==> src/rtl/sgram_burst_pkg.sv <==
// Constants, register map and state types for the burst data path.
package sgram_burst_pkg;
    localparam int DATA_W = 32;
    localparam int LANES = 4;
    localparam int LANE_W = 8;
    localparam int COL_W = 6;
    localparam int MEM_DEPTH = 64;
    localparam int BANK_W = 3;
    localparam int ADDR_W = 9;
    localparam int CNT_W = 8;
    // Address bit that carries the auto precharge choice.
    localparam int AUTO_PRECHARGE_SELECT = 8;
    // Column bits taken in each of the two command cycles.
    localparam int COL_HALF = 3;
    // A lane is inverted when more than this many bits are ones.
    localparam logic [3:0] DBI_LIMIT = 4'h4;

    typedef enum logic [2:0] {
        CMD_NOP = 3'h0,
        CMD_ACT = 3'h1,
        CMD_READ = 3'h2,
        CMD_WRITE = 3'h3,
        CMD_PRE = 3'h4
    } cmd_t;

    typedef enum logic [2:0] {
        RD_IDLE = 3'h0,
        RD_PRE_HI = 3'h1,
        RD_PRE_LO = 3'h2,
        RD_DATA = 3'h3,
        RD_POST = 3'h4
    } rd_state_t;

    typedef enum logic [1:0] {
        WR_IDLE = 2'h0,
        WR_WAIT = 2'h1,
        WR_CAPT = 2'h2
    } wr_state_t;

    // Register byte offsets.
    localparam logic [3:0] REG_CONFIG = 4'h0;
    localparam logic [3:0] REG_TIMING = 4'h4;
    localparam logic [3:0] REG_STATUS = 4'h8;

    // Configuration fields.
    localparam int CFG_CL_LSB = 0;
    localparam int CFG_WL_LSB = 4;
    localparam int CFG_BL_BIT = 8;
    localparam int CFG_RDBI_BIT = 9;
    localparam int CFG_WDBI_BIT = 10;
    localparam int TIM_MIN_ROW_ACTIVE_TIME_LSB = 0;
    localparam int TIM_TWR_LSB = 8;
    localparam logic [31:0] CONFIG_RESET = 32'h0000_0135;
    localparam logic [31:0] TIMING_RESET = 32'h0000_0410;

    // Status bits.
    localparam int ST_RD_ERR = 0;
    localparam int ST_WR_ERR = 1;
    localparam int ST_RD_BUSY = 2;
    localparam int ST_WR_BUSY = 3;
    localparam int ST_PCH_PEND = 4;

    localparam logic [CNT_W-1:0] READ_SPACING = 8'h04;
    localparam logic [CNT_W-1:0] BL_SHORT = 8'h04;
    localparam logic [CNT_W-1:0] BL_LONG = 8'h08;
    localparam logic [CNT_W-1:0] PRE_START = 8'h02;
    localparam logic [CNT_W-1:0] CNT_MAX = 8'hFF;
endpackage

==> src/rtl/sgram_burst_data_path.sv <==
// Read and write burst data path of a graphics SDRAM, with register slave.
`timescale 1ns/10ps
`default_nettype none
module sgram_burst_data_path (
    input wire logic core_clk,
    input wire logic resetn,
    input wire logic [3:0] avs_address,
    input wire logic avs_read,
    input wire logic avs_write,
    input wire logic [31:0] avs_writedata,
    input wire logic [3:0] avs_byteenable,
    output logic [31:0] avs_readdata,
    output logic avs_waitrequest,
    input wire sgram_burst_pkg::cmd_t cmd_code,
    input wire logic [sgram_burst_pkg::BANK_W-1:0] cmd_bank,
    input wire logic [sgram_burst_pkg::ADDR_W-1:0] cmd_addr,
    input wire logic [sgram_burst_pkg::DATA_W-1:0] dq_i,
    output logic [sgram_burst_pkg::DATA_W-1:0] dq_o,
    output logic dq_oe,
    input wire logic [sgram_burst_pkg::LANES-1:0] read_strobe_i,
    output logic [sgram_burst_pkg::LANES-1:0] read_strobe_o,
    output logic read_strobe_oe,
    input wire logic write_strobe_i,
    output logic [sgram_burst_pkg::LANES-1:0] inversion_flag_pin_o,
    output logic inversion_flag_pin_oe,
    output logic dq_odt_on,
    output logic precharge_pulse,
    output logic [sgram_burst_pkg::BANK_W-1:0] precharge_bank
);
    import sgram_burst_pkg::*;

    localparam int SYNC_W = DATA_W + LANES + 1;

    // Data-bus inversion of one word; returns flags above the word.
    function automatic logic [DATA_W+LANES-1:0] dbi_word(
        input logic [DATA_W-1:0] w, input logic en);
        logic [DATA_W-1:0] o;
        logic [LANES-1:0] f;
        logic [3:0] ones;
        o = w;
        f = '0;
        for (int l = 0; l < LANES; l++) begin
            ones = '0;
            for (int b = 0; b < LANE_W; b++) begin
                ones = ones + {3'h0, w[l*LANE_W+b]};
            end
            f[l] = en && (ones > DBI_LIMIT);
            if (f[l]) begin
                o[l*LANE_W +: LANE_W] = ~w[l*LANE_W +: LANE_W];
            end
        end
        return {f, o};
    endfunction

    // Column of element idx within a burst, wrapping in the array.
    function automatic logic [COL_W-1:0] col_at(
        input logic [COL_W-1:0] base, input logic [CNT_W-1:0] idx);
        return base + idx[COL_W-1:0];
    endfunction

    // Byte-enable merge for register writes.
    function automatic logic [31:0] be_merge(
        input logic [31:0] old, input logic [31:0] nw, input logic [3:0] be);
        logic [31:0] r;
        r = old;
        for (int i = 0; i < 4; i++) begin
            if (be[i]) begin
                r[i*8 +: 8] = nw[i*8 +: 8];
            end
        end
        return r;
    endfunction

    logic [DATA_W-1:0] mem [MEM_DEPTH];
    logic [31:0] config_q, timing_q;
    logic [4:0] status_q;
    logic [31:0] avs_readdata_q;
    logic wait_q;
    rd_state_t rd_state_q, rd_state_d;
    wr_state_t wr_state_q;
    logic rd_cmd_d1_q, wr_cmd_d1_q, ap_d1_q;
    logic [COL_HALF-1:0] col_lo_q;
    logic [BANK_W-1:0] bank_d1_q, rd_bank_q, wr_bank_q, pch_bank_q;
    logic rd_pend_q, rd_pend_ap_q, rd_ap_q;
    logic [BANK_W-1:0] rd_pend_bank_q;
    logic [COL_W-1:0] rd_pend_col_q, rd_col_q;
    logic [CNT_W-1:0] rd_pend_cnt_q, rd_idx_q, rd_idx_d;
    logic [CNT_W-1:0] odt_cnt_q, row_cnt_q, wrec_cnt_q;
    logic [CNT_W-1:0] rd_gap_q, wr_gap_q, wr_wait_q, wr_idx_q;
    logic [COL_W-1:0] wr_col_q, wr_next_col_q;
    logic wr_ap_q, wr_next_q, wr_next_ap_q;
    logic [BANK_W-1:0] wr_next_bank_q;
    logic pch_pend_q;
    logic [SYNC_W-1:0] s1_q, s2_q, s3_q;
    logic ws_level_q;
    logic [DATA_W-1:0] dq_q;
    logic [LANES-1:0] rs_q, flag_q;
    logic dq_oe_q, rs_oe_q, flag_oe_q, odt_q, pch_pulse_q;

    // Configuration decode.
    wire [CNT_W-1:0] cl = {4'h0, config_q[CFG_CL_LSB +: 4]};
    wire [CNT_W-1:0] wl = {4'h0, config_q[CFG_WL_LSB +: 4]};
    wire [CNT_W-1:0] bl = config_q[CFG_BL_BIT] ? BL_LONG : BL_SHORT;
    wire [CNT_W-1:0] bl_half = {1'b0, bl[CNT_W-1:1]};
    wire rd_dbi_en = config_q[CFG_RDBI_BIT];
    wire wr_dbi_en = config_q[CFG_WDBI_BIT];
    wire [CNT_W-1:0] min_row_active_time = timing_q[TIM_MIN_ROW_ACTIVE_TIME_LSB +: CNT_W];
    wire [CNT_W-1:0] write_recovery_time = timing_q[TIM_TWR_LSB +: CNT_W];

    // Bus decode; the request is served once, when waitrequest is low.
    wire req = avs_read || avs_write;
    wire acc = req && !wait_q;
    wire wr_cfg = acc && avs_write && avs_address == REG_CONFIG;
    wire wr_tim = acc && avs_write && avs_address == REG_TIMING;
    wire wr_st = acc && avs_write && avs_address == REG_STATUS;
    wire [31:0] st_word = {27'h0, status_q};
    wire [31:0] rd_word = avs_address == REG_CONFIG ? config_q :
                          avs_address == REG_TIMING ? timing_q :
                          avs_address == REG_STATUS ? st_word : 32'h0;

    // Command decode; the column's upper half arrives a cycle later.
    wire is_rd = cmd_code == CMD_READ;
    wire is_wr = cmd_code == CMD_WRITE;
    wire [COL_W-1:0] full_col = {cmd_addr[COL_HALF-1:0], col_lo_q};
    wire rd_err_set = is_rd && (rd_gap_q < READ_SPACING || rd_pend_q);
    wire wr_err_set = is_wr && (wr_gap_q < bl_half || wr_next_q);

    // Read sequencing.
    wire rd_pend_ready = rd_pend_q && rd_pend_cnt_q <= PRE_START;
    wire rd_last = rd_idx_q == bl - 8'h01;
    wire rd_start = (rd_state_q == RD_PRE_LO) ||
                    (rd_state_q == RD_DATA && rd_last && rd_pend_ready);
    wire [COL_W-1:0] rd_addr_d = rd_start ? rd_pend_col_q :
                                 col_at(rd_col_q, rd_idx_d);
    wire [DATA_W+LANES-1:0] rd_out = dbi_word(mem[rd_addr_d], rd_dbi_en);
    wire rd_done = rd_state_q == RD_DATA && rd_last && !rd_pend_ready;

    // Write strobe, data and inversion flags cross in from the link.
    wire [SYNC_W-1:0] s_in = {read_strobe_i, dq_i, write_strobe_i};
    wire ws_stable = s2_q[0] == s3_q[0];
    wire ws_edge = ws_stable && s3_q[0] != ws_level_q;
    wire ws_take = wr_state_q == WR_CAPT && ws_edge &&
                   (wr_idx_q != 8'h00 || s3_q[0]);
    wire [LANES-1:0] w_inv = s3_q[SYNC_W-1 -: LANES] & {LANES{wr_dbi_en}};
    wire [DATA_W-1:0] w_mask = {{LANE_W{w_inv[3]}}, {LANE_W{w_inv[2]}},
                                {LANE_W{w_inv[1]}}, {LANE_W{w_inv[0]}}};
    wire [DATA_W-1:0] w_data = s3_q[DATA_W:1] ^ w_mask;
    wire wr_last = ws_take && wr_idx_q == bl - 8'h01;
    wire pch_go = pch_pend_q && row_cnt_q >= min_row_active_time && wrec_cnt_q == 8'h00 &&
                  wr_state_q == WR_IDLE && rd_state_q != RD_DATA;

    // Next read state; a running burst is never cut short.
    always_comb begin
        rd_state_d = rd_state_q;
        rd_idx_d = rd_idx_q + 8'h01;
        case (rd_state_q)
            RD_IDLE, RD_POST: begin
                rd_state_d = rd_pend_ready ? RD_PRE_HI : RD_IDLE;
            end
            RD_PRE_HI: rd_state_d = RD_PRE_LO;
            RD_PRE_LO: rd_state_d = RD_DATA;
            RD_DATA: begin
                if (rd_last && !rd_pend_ready) begin
                    rd_state_d = RD_POST;
                end
            end
            default: rd_state_d = RD_IDLE;
        endcase
        if (rd_start) begin
            rd_idx_d = 8'h00;
        end
    end

    // Register slave: one wait cycle, then the answer.
    always_ff @(posedge core_clk or negedge resetn) begin
        if (!resetn) begin
            wait_q <= 1'b1;
            avs_readdata_q <= 32'h0;
            config_q <= CONFIG_RESET;
            timing_q <= TIMING_RESET;
        end else begin
            wait_q <= !(req && wait_q);
            if (req && wait_q) begin
                avs_readdata_q <= rd_word;
            end
            if (wr_cfg) begin
                config_q <= be_merge(config_q, avs_writedata, avs_byteenable);
            end
            if (wr_tim) begin
                timing_q <= be_merge(timing_q, avs_writedata, avs_byteenable);
            end
        end
    end

    // Sticky errors clear on a written one; a new error wins the cycle.
    always_ff @(posedge core_clk or negedge resetn) begin
        if (!resetn) begin
            status_q <= 5'h00;
        end else begin
            status_q[ST_RD_ERR] <= rd_err_set || (status_q[ST_RD_ERR] &&
                !(wr_st && avs_byteenable[0] && avs_writedata[ST_RD_ERR]));
            status_q[ST_WR_ERR] <= wr_err_set || (status_q[ST_WR_ERR] &&
                !(wr_st && avs_byteenable[0] && avs_writedata[ST_WR_ERR]));
            status_q[ST_RD_BUSY] <= rd_state_q != RD_IDLE || rd_pend_q;
            status_q[ST_WR_BUSY] <= wr_state_q != WR_IDLE;
            status_q[ST_PCH_PEND] <= pch_pend_q;
        end
    end

    // Command capture, spacing counters and the pending read slot.
    always_ff @(posedge core_clk or negedge resetn) begin
        if (!resetn) begin
            rd_cmd_d1_q <= 1'b0;
            wr_cmd_d1_q <= 1'b0;
            ap_d1_q <= 1'b0;
            col_lo_q <= '0;
            bank_d1_q <= '0;
            rd_gap_q <= CNT_MAX;
            wr_gap_q <= CNT_MAX;
            rd_pend_q <= 1'b0;
            rd_pend_ap_q <= 1'b0;
            rd_pend_col_q <= '0;
            rd_pend_bank_q <= '0;
            rd_pend_cnt_q <= '0;
        end else begin
            rd_cmd_d1_q <= is_rd && !rd_err_set;
            wr_cmd_d1_q <= is_wr && !wr_err_set;
            ap_d1_q <= cmd_addr[AUTO_PRECHARGE_SELECT];
            col_lo_q <= cmd_addr[COL_HALF-1:0];
            bank_d1_q <= cmd_bank;
            rd_gap_q <= is_rd ? 8'h01 : rd_gap_q + {7'h0, rd_gap_q != CNT_MAX};
            wr_gap_q <= is_wr ? 8'h01 : wr_gap_q + {7'h0, wr_gap_q != CNT_MAX};
            if (rd_cmd_d1_q) begin
                rd_pend_q <= 1'b1;
                rd_pend_ap_q <= ap_d1_q;
                rd_pend_col_q <= full_col;
                rd_pend_bank_q <= bank_d1_q;
                rd_pend_cnt_q <= cl - 8'h02;
            end else begin
                if (rd_start) begin
                    rd_pend_q <= 1'b0;
                end
                if (rd_pend_cnt_q != 8'h00) begin
                    rd_pend_cnt_q <= rd_pend_cnt_q - 8'h01;
                end
            end
        end
    end

    // Read burst engine and its pins, all driven from flops.
    always_ff @(posedge core_clk or negedge resetn) begin
        if (!resetn) begin
            rd_state_q <= RD_IDLE;
            rd_idx_q <= '0;
            rd_col_q <= '0;
            rd_ap_q <= 1'b0;
            rd_bank_q <= '0;
            dq_q <= '0;
            dq_oe_q <= 1'b0;
            rs_q <= '0;
            rs_oe_q <= 1'b0;
            flag_q <= '0;
            flag_oe_q <= 1'b0;
        end else begin
            rd_state_q <= rd_state_d;
            rd_idx_q <= rd_idx_d;
            if (rd_start) begin
                rd_col_q <= rd_pend_col_q;
                rd_ap_q <= rd_pend_ap_q;
                rd_bank_q <= rd_pend_bank_q;
            end
            // Strobe high on even elements gives one rising edge per pair.
            rs_q <= {LANES{rd_state_d == RD_PRE_HI || rd_state_d == RD_POST ||
                  (rd_state_d == RD_DATA && !rd_idx_d[0])}};
            rs_oe_q <= rd_state_d != RD_IDLE;
            dq_oe_q <= rd_state_d == RD_DATA;
            flag_oe_q <= rd_state_d == RD_DATA && rd_dbi_en;
            dq_q <= rd_out[DATA_W-1:0];
            flag_q <= rd_out[DATA_W +: LANES];
        end
    end

    // Termination is off for half the burst length from first data.
    always_ff @(posedge core_clk or negedge resetn) begin
        if (!resetn) begin
            odt_cnt_q <= '0;
            odt_q <= 1'b1;
        end else begin
            if (rd_start) begin
                odt_cnt_q <= bl_half;
            end else if (odt_cnt_q != 8'h00) begin
                odt_cnt_q <= odt_cnt_q - 8'h01;
            end
            odt_q <= !(rd_start || odt_cnt_q > 8'h01);
        end
    end

    // Link sampling: three stages, an edge counts once stages two and
    // three agree, so a strobe glitch shorter than a cycle is dropped.
    always_ff @(posedge core_clk or negedge resetn) begin
        if (!resetn) begin
            s1_q <= '0;
            s2_q <= '0;
            s3_q <= '0;
            ws_level_q <= 1'b0;
        end else begin
            s1_q <= s_in;
            s2_q <= s1_q;
            s3_q <= s2_q;
            if (ws_stable) begin
                ws_level_q <= s3_q[0];
            end
        end
    end

    // Write burst engine; a WRITE queued before the current one's last capture waits behind it.
    always_ff @(posedge core_clk or negedge resetn) begin
        if (!resetn) begin
            wr_state_q <= WR_IDLE;
            wr_wait_q <= '0;
            wr_idx_q <= '0;
            wr_col_q <= '0;
            wr_ap_q <= 1'b0;
            wr_bank_q <= '0;
            wr_next_q <= 1'b0;
            wr_next_ap_q <= 1'b0;
            wr_next_col_q <= '0;
            wr_next_bank_q <= '0;
        end else begin
            if (wr_cmd_d1_q && wr_state_q != WR_IDLE) begin
                wr_next_q <= 1'b1;
                wr_next_ap_q <= ap_d1_q;
                wr_next_col_q <= full_col;
                wr_next_bank_q <= bank_d1_q;
            end
            case (wr_state_q)
                WR_IDLE: begin
                    if (wr_cmd_d1_q) begin
                        wr_state_q <= WR_WAIT;
                        wr_wait_q <= wl;
                        wr_col_q <= full_col;
                        wr_ap_q <= ap_d1_q;
                        wr_bank_q <= bank_d1_q;
                    end
                end
                WR_WAIT: begin
                    wr_idx_q <= 8'h00;
                    wr_wait_q <= wr_wait_q - 8'h01;
                    if (wr_wait_q <= 8'h01) begin
                        wr_state_q <= WR_CAPT;
                    end
                end
                WR_CAPT: begin
                    if (ws_take) begin
                        wr_idx_q <= wr_idx_q + 8'h01;
                    end
                    if (wr_last && wr_next_q) begin
                        wr_idx_q <= 8'h00;
                        wr_next_q <= 1'b0;
                        wr_col_q <= wr_next_col_q;
                        wr_ap_q <= wr_next_ap_q;
                        wr_bank_q <= wr_next_bank_q;
                    end else if (wr_last) begin
                        wr_state_q <= WR_IDLE;
                    end
                end
                default: wr_state_q <= WR_IDLE;
            endcase
        end
    end

    // Write array port; data outside a capture window is ignored.
    always_ff @(posedge core_clk) begin
        if (ws_take) begin
            mem[col_at(wr_col_q, wr_idx_q)] <= w_data;
        end
    end

    // Row timing and precharge; explicit or auto, never mid-burst.
    always_ff @(posedge core_clk or negedge resetn) begin
        if (!resetn) begin
            row_cnt_q <= '0;
            wrec_cnt_q <= '0;
            pch_pend_q <= 1'b0;
            pch_bank_q <= '0;
            pch_pulse_q <= 1'b0;
        end else begin
            if (cmd_code == CMD_ACT) begin
                row_cnt_q <= 8'h00;
            end else if (row_cnt_q != CNT_MAX) begin
                row_cnt_q <= row_cnt_q + 8'h01;
            end
            if (wr_last) begin
                wrec_cnt_q <= write_recovery_time;
            end else if (wrec_cnt_q != 8'h00) begin
                wrec_cnt_q <= wrec_cnt_q - 8'h01;
            end
            pch_pulse_q <= pch_go;
            if (cmd_code == CMD_PRE) begin
                pch_pend_q <= 1'b1;
                pch_bank_q <= cmd_bank;
            end else if (rd_done && rd_ap_q) begin
                pch_pend_q <= 1'b1;
                pch_bank_q <= rd_bank_q;
            end else if (wr_last && wr_ap_q) begin
                pch_pend_q <= 1'b1;
                pch_bank_q <= wr_bank_q;
            end else if (pch_go) begin
                pch_pend_q <= 1'b0;
            end
        end
    end

    assign avs_readdata = avs_readdata_q;
    assign avs_waitrequest = wait_q;
    assign dq_o = dq_q;
    assign dq_oe = dq_oe_q;
    assign read_strobe_o = rs_q;
    assign read_strobe_oe = rs_oe_q;
    assign inversion_flag_pin_o = flag_q;
    assign inversion_flag_pin_oe = flag_oe_q;
    assign dq_odt_on = odt_q;
    assign precharge_pulse = pch_pulse_q;
    assign precharge_bank = pch_bank_q;
endmodule
`default_nettype wire

==> config.mk <==
export PLATFORM = sky130hd
export DESIGN_NAME = sgram_burst_data_path
export DESIGN_NICKNAME = d
export VERILOG_FILES = /design/src/rtl/sgram_burst_pkg.sv /design/src/rtl/sgram_burst_data_path.sv
export SDC_FILE = /design/constraint.sdc
export NUM_CORES = 2
export LEC_CHECK = 0
export BUFFER_PORTS_ARGS = -buffer_cell sky130_fd_sc_hd__buf_2
export CORE_MARGIN = 3
export CORE_UTILIZATION = 45
export DETAILED_ROUTE_END_ITERATION = 8
export PLACE_DENSITY = 0.67
export SLEW_MARGIN = 0
export SYNTH_ARGS = -nofsm -noshare
export SYNTH_HDL_FRONTEND = slang
export SYNTH_SLANG_ARGS = --single-unit
==> constraint.sdc <==
create_clock -name core_clk -period 24.8 [get_ports core_clk]
set_input_delay 3.72 -clock core_clk [delete_from_list [all_inputs] [get_ports core_clk]]
set_output_delay 3.72 -clock core_clk [all_outputs]
set_load 0.1 [all_outputs]
==> results.md <==
CTS:
- The number of setup buffers added after CTS is 0.
- For this design, the sink count on the clock tree is 2436.
- The maximum clock insertion buffer count is 3.
- The total number of H-tree levels is 4.
- The clock latency at the later pin of the worst-skew pair is 0.88 ns.
- The count of hold-fix buffers inserted at cts is 0.
- Clock-pin slew was measured on the worst setup and hold paths at 0.07 ns.
- The cell chosen for the clock root is clkbuf_16.
- Once the clock tree was built, the resizer swapped 0 gates to a different size.
- The TritonCTS clock tree is yes.
- The total clock buffers created by CTS is approximately 240.

Logic synthesis:
- The mapped cell area is 97580 µm².
- The count of distinct cell types in the synthesized netlist is 85.
- The average cell area after synthesis is between 10 and 15 µm².
- Counting every instance in the synthesized netlist gives 6784.
- Counting every net in the synthesized netlist gives 6949.
- Of the synthesized area, sequential elements account for 73.00%.
- The proportion of register bits with asynchronous set or reset after synthesis is 15.93%.
- The synthesis warning total is 0.
- The synthesized design contains between 2k and 2.5k register bits.
- Sorting the synthesized cells by area gives the leading types as edfxtp_1 63%, dfrtp_1 9.3%, nand2_1 4.7%.
- Of the post-synthesis cell area, the dominant cell type holds 63.02%.
- The largest total area in the synthesized netlist belongs to edfxtp_1.
- In this run, synthesis inferred 2048 flip-flops with an integrated enable.
- For this run, the leading register cell type out of synthesis is edfxtp_1.

Floorplan:
- The starting utilization of the core area is 45.38%.
- The die is 471.7 µm wide.
- The boundary pin count is 177.
- The cell row count is 170.
- The core region is 215000 µm².
- The height of the die is approximately 470 µm.
- The floorplan step defined a die boundary enclosing between 200000 and 250000 µm².

Place:
- The congestion estimate from routability-driven global placement came to ~0.8.
- Input and output buffers added on the ports amount to 171.
- The half-perimeter wire length after placement is 148.4 mm.
- In this run, placement finished with an instance count of 9561.

Timing:
- The final hold violation count came to 0.
- The tightest slew margin relative to the limit is between 10% and 20%.
- The setup clock skew after layout is around 0.074 ns.
- In the final timing run, aggregate negative setup slack is 0 ns.
- Setup repair after global routing left no endpoint under its margin.
- The final critical path takes up 46.14% of the cycle.
- The number of setup violations in the final report is 0.
- At the pin with the least slew margin, the transition time is approximately 1.2 ns.
- The number of max-slew violations in the final report came to 0.
- Derived from the worst setup path, the maximum achievable clock frequency is 87.39 MHz.
- The clock period could shrink to 11.44 ns.
- Hold timing on the final database bottoms out at a slack of 0.3342 ns.

Cells and area:
- Fill cells in the final layout number ~17k.
- The final cell count without fillers is 10.02k.
- In the final design database the tool counted 7127 nets.
- The area taken by flip-flops and latches is 71240 µm².
- Cells with a size suffix above 1 make up around 13% of the layout.
- The area of the multi-input gates is around 25000 µm².
- From synthesis to final layout, the design area changed by 12.97%.

Detailed routing:
- After the first detailed-routing iteration, the DRC count stood at 8211.
- The total routed wirelength is 277.3 mm.
- In the routed layout, each cell is associated on average with a via count of 6.034.
- In the routed design, unresolved DRC markers number 0.
- The number of vias after detailed routing is between 60k and 70k.
- In the final routed layout, each cell accounts on average for between 20 and 30 µm.
- The first-pass iteration count of the detailed router is 6.
- The number of antenna-violating nets in the routed design is 0.

Critical path:
- The highest fanout seen on the critical path is 66.
- Data arrives at the worst endpoint at 12.18 ns.
- STA classifies the critical path startpoint as a flop.
- The cell family contributing the most delay on the critical path is compound AO/OA/AOI/OAI gates.
- The largest incremental delay on the critical path is between 0.8 and 0.9 ns.
- The worst setup path is captured at a flop.
- At the worst endpoint, the required time is about 26 ns.
- The count of buffer and inverter cells on the critical path is 7.
- The kind of critical path is flop to flop.
- For this design, the slowest cell found on the critical path is a221oi_1.

Global routing:
- The largest net degree at the start of global routing is approximately 160.
- The total track usage is between 20% and 30%.
- The number of global-route vias before repair is 57.65k.
- The residual overflow from global routing is 0.
- The number of antenna violations at the first check in global routing is 13.
- The first global-routing pass estimated around 400 mm of wire.

Min path:
- The worst hold path belongs to the class flop to flop.

Job:
- The number of max-cap violations is 0.

Status:
- The flow ran to the end, and the final reports show no timing, DRC or antenna violations.
-- final timing paths --
kind	start	end	slack (ns)	cells after the start
max	rd_idx_q[0]	dq_o[9]	13.36	30
min	s2_q[24]	s3_q[24]	0.33	0
max reg2reg	rd_idx_q[0]	dq_o[9]	13.36	30
min reg2reg	s2_q[24]	s3_q[24]	0.33	0
max in group asynchronous	resetn	dq_o[20]	18.77	4
min in group asynchronous	resetn	config_q[24]	2.87	1
-- placed cells by master, fill, tap and decap left out, drive strengths merged, types with 25 or more instances in the layout --
cell type	Yosys	layout
edfxtp	2048	2048
nand2	1222	1222
nand3	463	463
mux2i	456	456
buf	257	364
dfrtp	363	363
clkbuf	168	309
a211oi	174	174
a31oi	160	160
nor2	158	158
inv	148	153
o21ai	144	144
o221ai	141	141
a311oi	95	95
mux2	91	91
xnor2	91	91
clkinv	0	91
a21oi	59	59
ha	51	51
nor3	46	46
o22ai	41	41
and3	29	29
a22oi	29	29
xor2	28	28
o2111ai	27	27
dfstp	25	25
-- cells in the mapped netlist, types with 33 or more instances --
master    instances
a31oi_1         158
clkbuf_1        168
inv_1           148
nor2_1          158
buf_4            52
a21oi_1          58
a311oi_1         95
nand3_1         463
o21ai_0         132
mux2_2           91
a211oi_1        174
ha_1             51
nor3_1           45
o221ai_1        141
xnor2_1          91
buf_2           162
dfrtp_1         363
o22ai_1          40
nand2_1        1222
edfxtp_1       2048
mux2i_1         454
buf_1            33
-- registers in the layout, summed over array words and instances (netlist names), 32 cells and up --
register	flops
mem	2048
s2_q	37
dq_o	32
timing_q	32
config_q	32
s1_q	37
s3_q	37
avs_readdata	32
-- area by class of cell --
class | instances | area share (%)
multi-input cells | 3775 | 22.36
repair buffers | 364 | 2.213
well taps | 2838 | 3.221
clock inverters | 128 | 1.266
diodes | 20 | 0.04540
flip-flops and latches | 2436 | 64.63
clock buffers | 309 | 5.766
inverters | 148 | 0.5039
-- cells by family (layout without fill, tap and decap cells) --
kind of cell,after synthesis,count (layout),synth area share [%]
AOI/OAI and AO/OA,1026,1026,7.688
adders and majority gates,70,70,1.033
xor gates and xnor gates,120,120,1.091
buffers and inverters,573,949,2.689
other,0,20,0
muxes,547,547,5.744
and+or+nand+nor,2012,2012,8.750
DFF,2436,2436,73.00
-- layer usage --
layer / track usage, % / part of all wire, %
met3: 4.599 / 11
met1: 33.31 / 39
met2: 38.44 / 46
met5: 0 / 0.0094
met4: 10.36 / 4.6
-- metrics by stage --
stage / area, µm² / utilization (%) / setup WS [ns]
2_1_floorplan: 97580 / - / 16.04
3_3_place_gp: 102400 / 47.63 / 13.40
3_5_place_dp: 102400 / 47.63 / 13.33
4_1_cts: 110200 / 51.24 / 13.29
5_1_grt: 110200 / 51.26 / 12.70
6_report: 110200 / 51.26 / 13.36
Power is left out: the tool's default activity adds up to more than one toggle a clock period on the data nets, which glitch-free logic cannot reach.
